File: src/include/aimf_pkg.sv
// package: addresses, fields, reset values and types of the converter control
package aimf_pkg;

    // ------------------------------------------------------------------
    // register addresses
    // ------------------------------------------------------------------
    localparam logic [7:0] AIMF_ADDR_INCTL  = 8'hA5;
    localparam logic [7:0] AIMF_ADDR_CFG    = 8'hA6;
    localparam logic [7:0] AIMF_ADDR_RES_LO = 8'hAC;
    localparam logic [7:0] AIMF_ADDR_RES_HI = 8'hAD;

    // ------------------------------------------------------------------
    // reset values
    // ------------------------------------------------------------------
    localparam logic [7:0] AIMF_RST_INCTL = 8'h00;
    localparam logic [7:0] AIMF_RST_CFG   = 8'h00;
    localparam logic [7:0] AIMF_RST_RES   = 8'h00;

    // ------------------------------------------------------------------
    // input control fields
    // ------------------------------------------------------------------
    localparam int AIMF_BIT_CONNECT = 7;
    localparam int AIMF_BIT_INTERNAL_REFERENCE_SELECT    = 6;
    localparam int AIMF_BIT_TRG_HI  = 5;
    localparam int AIMF_BIT_TRG_LO  = 4;
    localparam int AIMF_BIT_DIFFERENTIAL_SELECT    = 3;
    localparam int AIMF_BIT_CHS_HI  = 2;

    // ------------------------------------------------------------------
    // config / status fields
    // ------------------------------------------------------------------
    localparam int AIMF_BIT_LEFT_ADJUST  = 0;
    localparam int AIMF_BIT_GO    = 1;
    localparam int AIMF_BIT_REJ   = 6;
    localparam int AIMF_BIT_BUSY  = 7;

    // ------------------------------------------------------------------
    // widths and codes
    // ------------------------------------------------------------------
    localparam int AIMF_RES_W = 10;

    localparam logic [3:0] AIMF_PIN_TEMP = 4'h7;
    localparam logic [3:0] AIMF_PIN_NONE = 4'hF;
    localparam logic [2:0] AIMF_CH_TEMP  = 3'h6;
    localparam logic [2:0] AIMF_CH_LAST  = 3'h7;
    localparam logic [2:0] AIMF_PIN_LAST = 3'h6;

    typedef enum logic [1:0] {
        AIMF_TRG_SW = 2'h0,
        AIMF_TRG_T0 = 2'h1,
        AIMF_TRG_T1 = 2'h2,
        AIMF_TRG_T2 = 2'h3
    } aimf_trig_t;

    typedef enum logic [1:0] {
        AIMF_NEG_HALF = 2'h0,
        AIMF_NEG_REF  = 2'h1,
        AIMF_NEG_PIN  = 2'h2,
        AIMF_NEG_NONE = 2'h3
    } aimf_neg_t;

    typedef enum logic [2:0] {
        AIMF_ST_IDLE  = 3'h1,
        AIMF_ST_START = 3'h2,
        AIMF_ST_BUSY  = 3'h4
    } aimf_state_t;

    // ------------------------------------------------------------------
    // carriers
    // ------------------------------------------------------------------
    typedef struct packed {
        logic       connect;
        logic       reserved;
        logic [3:0] pos_pin;
        aimf_neg_t  neg_kind;
        logic [3:0] neg_pin;
        logic       temp_sensor;
        logic       int_ref;
    } aimf_mux_t;

    typedef struct packed {
        logic [7:0] high;
        logic [7:0] low;
    } aimf_res_t;

endpackage

File: src/rtl/aimf_fmt.sv
// result placement into the two 8-bit result registers
`timescale 1ns/1ps
`default_nettype none

module aimf_fmt
(
    // control
    input  wire logic                           left_adjust_i,
    // raw converter word
    input  wire logic [aimf_pkg::AIMF_RES_W-1:0] raw_i,
    // placed result
    output aimf_pkg::aimf_res_t                  res_o
);
    import aimf_pkg::*;

    always_comb
    begin
        if (left_adjust_i)
        begin
            res_o.high = raw_i[9:2];
            res_o.low  = {raw_i[1:0], 6'h00};
        end
        else
        begin
            res_o.low  = raw_i[7:0];
            // sign fill from bit 1 of the high byte
            res_o.high = {{6{raw_i[9]}}, raw_i[9:8]};
        end
    end

endmodule

`default_nettype wire

File: src/rtl/aimf_top.sv
// converter control: trigger, input multiplexer code map and result registers
//
// Implementation choice: strobed register access.
`timescale 1ns/1ps
`default_nettype none

module aimf_top
(
    // clock and reset
    input  wire logic                            clk_i,
    input  wire logic                            nrst_i,
    // register port
    input  wire logic [7:0]                      addr_i,
    input  wire logic [7:0]                      wdata_i,
    input  wire logic                            wr_i,
    input  wire logic                            rd_i,
    output logic [7:0]                           rdata_o,
    // timer overflow pulses
    input  wire logic                            t0_ovf_i,
    input  wire logic                            t1_ovf_i,
    input  wire logic                            t2_ovf_i,
    // converter core
    input  wire logic                            conv_done_i,
    input  wire logic [aimf_pkg::AIMF_RES_W-1:0] conv_data_i,
    output logic                                 conv_start_o,
    output logic                                 conv_differential_select_o,
    output aimf_pkg::aimf_mux_t                  mux_o,
    // status
    output logic                                 busy_o
);
    import aimf_pkg::*;

    // ------------------------------------------------------------------
    // reset release
    // ------------------------------------------------------------------
    logic rst_meta_reg;
    logic rst_n_reg;

    always_ff @(posedge clk_i or negedge nrst_i)
    begin
        if (!nrst_i)
        begin
            rst_meta_reg <= 1'b0;
            rst_n_reg    <= 1'b0;
        end
        else
        begin
            rst_meta_reg <= 1'b1;
            rst_n_reg    <= rst_meta_reg;
        end
    end

    // ------------------------------------------------------------------
    // declarations
    // ------------------------------------------------------------------
    logic [7:0]  inctl_reg;
    logic        left_adjust_reg;
    logic        go_reg;
    logic        reject_reg;
    logic [7:0]  result_low_reg;
    logic [7:0]  result_high_reg;
    aimf_state_t state_reg;
    aimf_state_t state_next;
    aimf_mux_t   mux_next;
    aimf_res_t   placed;
    logic        trig_hit;
    logic        start_ok;
    logic        wr_inctl;
    logic        wr_cfg;
    aimf_trig_t  trigger_select;
    logic [2:0]  channel_select;
    logic        differential_select;
    logic        internal_reference_select;
    logic        analog_connect;

    assign trigger_select =
        aimf_trig_t'(inctl_reg[AIMF_BIT_TRG_HI:AIMF_BIT_TRG_LO]);
    assign channel_select            = inctl_reg[AIMF_BIT_CHS_HI:0];
    assign differential_select       = inctl_reg[AIMF_BIT_DIFFERENTIAL_SELECT];
    assign internal_reference_select = inctl_reg[AIMF_BIT_INTERNAL_REFERENCE_SELECT];
    assign analog_connect            = inctl_reg[AIMF_BIT_CONNECT];

    assign wr_inctl = wr_i && (addr_i == AIMF_ADDR_INCTL);
    assign wr_cfg   = wr_i && (addr_i == AIMF_ADDR_CFG);

    // ------------------------------------------------------------------
    // software registers
    // ------------------------------------------------------------------
    // result addresses are read-only: writes there are dropped
    always_ff @(posedge clk_i or negedge rst_n_reg)
    begin
        if (!rst_n_reg)
        begin
            inctl_reg <= AIMF_RST_INCTL;
        end
        else if (wr_inctl)
        begin
            inctl_reg <= wdata_i;
        end
    end

    always_ff @(posedge clk_i or negedge rst_n_reg)
    begin
        if (!rst_n_reg)
        begin
            left_adjust_reg <= AIMF_RST_CFG[AIMF_BIT_LEFT_ADJUST];
        end
        else if (wr_cfg)
        begin
            left_adjust_reg <= wdata_i[AIMF_BIT_LEFT_ADJUST];
        end
    end

    // go request is a one-cycle pulse, consumed by the sequencer
    always_ff @(posedge clk_i or negedge rst_n_reg)
    begin
        if (!rst_n_reg)
        begin
            go_reg <= AIMF_RST_CFG[AIMF_BIT_GO];
        end
        else
        begin
            go_reg <= wr_cfg && wdata_i[AIMF_BIT_GO];
        end
    end

    // ------------------------------------------------------------------
    // input multiplexer code map
    // ------------------------------------------------------------------
    always_comb
    begin
        mux_next             = '0;
        mux_next.int_ref     = internal_reference_select;
        mux_next.pos_pin     = AIMF_PIN_NONE;
        mux_next.neg_pin     = AIMF_PIN_NONE;
        mux_next.neg_kind    = AIMF_NEG_NONE;
        mux_next.temp_sensor = 1'b0;
        mux_next.reserved    = 1'b0;
        if (!differential_select)
        begin
            mux_next.neg_kind = AIMF_NEG_HALF;
            if (channel_select == AIMF_CH_TEMP)
            begin
                mux_next.pos_pin     = AIMF_PIN_TEMP;
                mux_next.neg_kind    = AIMF_NEG_REF;
                mux_next.temp_sensor = internal_reference_select;
            end
            else if (channel_select == AIMF_CH_LAST)
            begin
                mux_next.pos_pin = {1'b0, AIMF_PIN_LAST};
            end
            else
            begin
                mux_next.pos_pin = {1'b0, channel_select};
            end
        end
        else if (channel_select[2] || (channel_select[1:0] == 2'h3))
        begin
            // reserved pairs leave both inputs open
            mux_next.reserved = 1'b1;
        end
        else
        begin
            mux_next.neg_kind = AIMF_NEG_PIN;
            mux_next.pos_pin  = {1'b0, channel_select[1:0], 1'b0};
            mux_next.neg_pin  = {1'b0, channel_select[1:0], 1'b1};
        end
        // inputs reach the converter only while connected
        mux_next.connect = analog_connect && !mux_next.reserved;
    end

    always_ff @(posedge clk_i or negedge rst_n_reg)
    begin
        if (!rst_n_reg)
        begin
            mux_o       <= '0;
            conv_differential_select_o <= 1'b0;
        end
        else
        begin
            mux_o       <= mux_next;
            conv_differential_select_o <= differential_select;
        end
    end

    // ------------------------------------------------------------------
    // trigger selection
    // ------------------------------------------------------------------
    always_comb
    begin
        case (trigger_select)
            AIMF_TRG_T0: trig_hit = t0_ovf_i;
            AIMF_TRG_T1: trig_hit = t1_ovf_i;
            AIMF_TRG_T2: trig_hit = t2_ovf_i;
            default:     trig_hit = go_reg;
        endcase
    end

    // a trigger on an open or reserved input would convert garbage
    assign start_ok = trig_hit && mux_o.connect;

    // ------------------------------------------------------------------
    // conversion sequencer
    // ------------------------------------------------------------------
    always_comb
    begin
        state_next = state_reg;
        case (state_reg)
            AIMF_ST_IDLE:
            begin
                if (start_ok)
                begin
                    state_next = AIMF_ST_START;
                end
            end
            AIMF_ST_START:
            begin
                state_next = AIMF_ST_BUSY;
            end
            AIMF_ST_BUSY:
            begin
                if (conv_done_i)
                begin
                    state_next = AIMF_ST_IDLE;
                end
            end
            default:
            begin
                state_next = AIMF_ST_IDLE;
            end
        endcase
    end

    always_ff @(posedge clk_i or negedge rst_n_reg)
    begin
        if (!rst_n_reg)
        begin
            state_reg <= AIMF_ST_IDLE;
        end
        else
        begin
            state_reg <= state_next;
        end
    end

    always_ff @(posedge clk_i or negedge rst_n_reg)
    begin
        if (!rst_n_reg)
        begin
            conv_start_o <= 1'b0;
            busy_o       <= 1'b0;
        end
        else
        begin
            conv_start_o <= (state_next == AIMF_ST_START);
            busy_o       <= (state_next != AIMF_ST_IDLE);
        end
    end

    // sticky: a trigger that found the inputs unusable or a busy core;
    // a new one in the clearing cycle wins over the clear
    always_ff @(posedge clk_i or negedge rst_n_reg)
    begin
        if (!rst_n_reg)
        begin
            reject_reg <= 1'b0;
        end
        else if (trig_hit && !(start_ok && state_reg == AIMF_ST_IDLE))
        begin
            reject_reg <= 1'b1;
        end
        else if (wr_cfg && wdata_i[AIMF_BIT_REJ])
        begin
            reject_reg <= 1'b0;
        end
    end

    // ------------------------------------------------------------------
    // result registers
    // ------------------------------------------------------------------
    aimf_fmt u_fmt
    (
        .left_adjust_i (left_adjust_reg),
        .raw_i         (conv_data_i),
        .res_o         (placed)
    );

    // placement is fixed at capture; changing adjust later needs a rerun
    always_ff @(posedge clk_i or negedge rst_n_reg)
    begin
        if (!rst_n_reg)
        begin
            result_low_reg  <= AIMF_RST_RES;
            result_high_reg <= AIMF_RST_RES;
        end
        else if (conv_done_i && state_reg == AIMF_ST_BUSY)
        begin
            result_low_reg  <= placed.low;
            result_high_reg <= placed.high;
        end
    end

    // ------------------------------------------------------------------
    // read port
    // ------------------------------------------------------------------
    // reads only look; no register changes on a read
    always_ff @(posedge clk_i or negedge rst_n_reg)
    begin
        if (!rst_n_reg)
        begin
            rdata_o <= 8'h00;
        end
        else if (rd_i)
        begin
            case (addr_i)
                AIMF_ADDR_INCTL:  rdata_o <= inctl_reg;
                AIMF_ADDR_CFG:    rdata_o <= {busy_o, reject_reg,
                                              5'h00, left_adjust_reg};
                AIMF_ADDR_RES_LO: rdata_o <= result_low_reg;
                AIMF_ADDR_RES_HI: rdata_o <= result_high_reg;
                default:          rdata_o <= 8'h00;
            endcase
        end
        else
        begin
            rdata_o <= 8'h00;
        end
    end

endmodule

`default_nettype wire

File: config.mk
export PLATFORM = sky130hd
export DESIGN_NAME = aimf_top
export DESIGN_NICKNAME = d
export VERILOG_FILES = /design/src/include/aimf_pkg.sv /design/src/rtl/aimf_fmt.sv /design/src/rtl/aimf_top.sv
export SDC_FILE = /design/constraint.sdc
export NUM_CORES = 1
export LEC_CHECK = 0
export BUFFER_PORTS_ARGS = -buffer_cell sky130_fd_sc_hd__buf_2
export CAP_MARGIN = 15
export CELL_PAD_IN_SITES_DETAIL_PLACEMENT = 2
export CELL_PAD_IN_SITES_GLOBAL_PLACEMENT = 2
export CORE_MARGIN = 2
export CORE_UTILIZATION = 32
export CTS_BUF_LIST = sky130_fd_sc_hd__clkbuf_4
export DETAILED_ROUTE_END_ITERATION = 10
export GPL_TIMING_DRIVEN = 1
export PLACE_DENSITY = 0.82
export SYNTH_ARGS = -nofsm -noshare
export SYNTH_HDL_FRONTEND = slang
export SYNTH_SLANG_ARGS = --single-unit
File: constraint.sdc
create_clock -name clk_i -period 1.6 [get_ports clk_i]
set_clock_uncertainty 0.1 [all_clocks]
set_input_delay 0.48 -clock clk_i [delete_from_list [all_inputs] [get_ports clk_i]]
set_output_delay 0.48 -clock clk_i [all_outputs]
set_load 0.005 [all_outputs]
==> run metrics <==
CTS root buffer sky130_fd_sc_hd__clkbuf_4; post-layout util 0.4181; Die H 90.58 µm; count of yosys warnings during synthesis 0; TritonRoute pass-1 iters 4; final slew viol count 0; Synth Instances between 200 and 250; startpoint class of the critical path register; Worst IR Drop VDD ~0.28 mV; Die Wd 90.58 µm; critical path peak fanout 3; hold_ws between 0.09 and 0.1 ns; number of hold-slack violations in the final timing report 0; overall track demand over capacity in global routing 0.1763; post-placement cell area 0.002949 mm²; ratio of cells with drive above 1 in the final layout 0.4235; antenna violations before repair 0; final weighted congestion of routability-driven global placement about 0.74; starting density of the core 0.3307; number of clock sinks 55; maximum buffer depth of the clock tree 2; detailed router's first-iteration violation count 46; cell type of the slowest stage on the worst timing path sky130_fd_sc_hd__mux4_2; dominant register cell in the synthesized netlist sky130_fd_sc_hd__dfrtp_1; Post-DP HPWL between 5 and 6 mm; largest net degree at the start of global routing 31; io pins 59; number of placement rows 31; worst path required time roughly 1.8 ns; clock latency on the worst-skew pair 0.38 ns; Inserted Diodes 0; RSZ-0062 raised after global routing yes; post-synthesis sequential element count 55; total power density per cell area around 800 mW/mm²; sequential-to-total area share from yosys stat 0.5743; Reg with most FFs mux_o; class of the tightest hold or removal check register to asynchronous set/reset pin; Pleak around 1.5 nW; global-route wire length before repair around 11 mm; area growth from synthesis to layout 26.45%; portion of synthesized cell area occupied by the leading cell type 0.5634; detailed-route DRC error count 0; Vias per Instance a little under 5; H-tree level count 2; arrival time of data at the critical path endpoint about 1.7 ns; buffers added on ports 58; final worst-path cycle share 0.9716; Max Cap Violations 0; number of buffers inserted during clock tree synthesis 5; clock-pin transition on the worst setup and hold timing paths approximately 0.16 ns; CTS tree done; time the final worst path needs with I/O delays and setup 1.555 ns; Setup TNS Final 0 ns; fmax between 600 and 700 MHz; full die area 0.008204 mm²; average size of a mapped cell 11.70 µm²; EDFF count, synth 0; Worst Path Class, Setup register to register; number of different library cells in the post-synthesis netlist 35; Wirelength per Cell 17.40 µm; finished layout cell area just over 0.003 mm²; critical path, cell by cell mux4_2, and2_4, or2_1; max reg flops 12; number of global-route vias before repair 2088; result of the run completed; Post-DRT Antenna Nets 0; final WL ~6.6 mm; async set-reset flop share out of synthesis 1.000; Synth top cells by count sky130_fd_sc_hd__dfrtp_1 (54), sky130_fd_sc_hd__a21oi_1 (25), sky130_fd_sc_hd__mux2_2 (19); cell with the most instances after synthesis sky130_fd_sc_hd__dfrtp_1; number of nets in the layout approximately 310; Slowest Stage Delay on Critical Path ~0.57 ns; count of vias placed by the detailed router between 1500 and 2000; main area contributors after synthesis sky130_fd_sc_hd__dfrtp_1 (56%), sky130_fd_sc_hd__mux2_2 (8.9%), sky130_fd_sc_hd__a21oi_1 (5.2%); Worst Setup End Kind register; final global-route overflow total 0; setup violation total in the final timing report 0; Core Box Area between 0.007 and 0.008 mm²; cell taking the most area after synthesis sky130_fd_sc_hd__dfrtp_1; area of the mapped netlist around 0.0024 mm²
-- layer usage --
layer / vias up / track usage / share of wire
li1: 873 / - / -
met4: 0 / 0.05128 / 0.013
met2: 40 / 0.3221 / 0.55
met1: 950 / 0.2099 / 0.40
met5: - / 0 / 0
met3: 9 / 0.03255 / 0.034
-- layout make-up --
cell class              count  area (µm²)
clock buffers               6       45.04
well taps                  99       123.9
fillers                   783        4220
repair buffers             82       498.0
multi-input cells         129       948.4
flip-flops and latches     55        1379
clock inverters             2       12.51
inverters                   7       26.28
-- placed cells by master, fill, tap and decap left out, drive strengths merged, types with 2 or more instances in the layout --
master,count
nor2b,6
mux2i,4
a32oi,3
a21oi,25
clkbuf,6
o21ai,8
nor4bb,3
mux2,19
inv,7
nand3,10
dfrtp,54
nand4,2
conb,2
nand2,3
and4bb,4
a21o,2
nor2,12
and3b,2
nand3b,6
or3,3
buf,81
nand4b,4
and2,3
-- kinds of logic (layout without fill, tap and decap cells) --
kind of cell / Yosys count / after routing / synth area share
DFF: 55 / 55 / 0.5743
muxes: 24 / 24 / 0.1153
AOI/OAI and AO/OA: 40 / 40 / 0.09286
and+or+nand+nor: 63 / 63 / 0.1763
buffers and inverters: 22 / 97 / 0.03964
other: 1 / 2 / 0.001563
-- power breakdown --
group          switching (mW)  internal [mW]  leakage, nW  total (mW)
Clock                   0.437          0.188       0.0317       0.625
Combinational           0.140          0.157        0.763       0.298
Sequential             0.0631           1.46        0.701        1.53
-- repair_timing --
item                                    4_1_cts  5_1_grt
hold endpoints to repair                      2        0
endpoints found under the setup margin        2        2
pin swaps                                     0        1
resized for setup                             1        1
hold buffers                                  1        0
setup buffers                                 1        0
-- worst max-delay path, delay by kind of cell, from the launching register on --
family	cells	cell delay [ns]
flops	1	0.41
mux	1	0.57
simple gates	2	0.38
-- worst paths after layout --
kind | startpoint | end | slack (ns) | cells past startpoint
max in group asynchronous | rst_n_reg | result_high_reg[1] | 0.77 | 1
min in group clk_i | wdata_i[5] | inctl_reg[5] | 0.22 | 2
min reg2reg | rst_n_reg | state_reg[2] | 0.1 | 0
min | rst_n_reg | state_reg[2] | 0.1 | 0
max | inctl_reg[5] | busy_o | 0.05 | 3
max reg2reg | inctl_reg[5] | busy_o | 0.05 | 3
-- per-stage QoR --
| step | total power, mW | instances | setup slack, ns |
|---|---|---|---|
| global route | 2.587 | 380 | -0.01230 |
| global placement | 1.829 | 370 | -0.08516 |
| finish | 2.450 | 380 | 0.04548 |
| floorplan | 1.690 | 206 | 0.003006 |
| detailed placement | 1.851 | 370 | -0.1580 |
| CTS | 2.485 | 380 | 0.02462 |
Note: power is estimated with default switching activity, not from simulation.
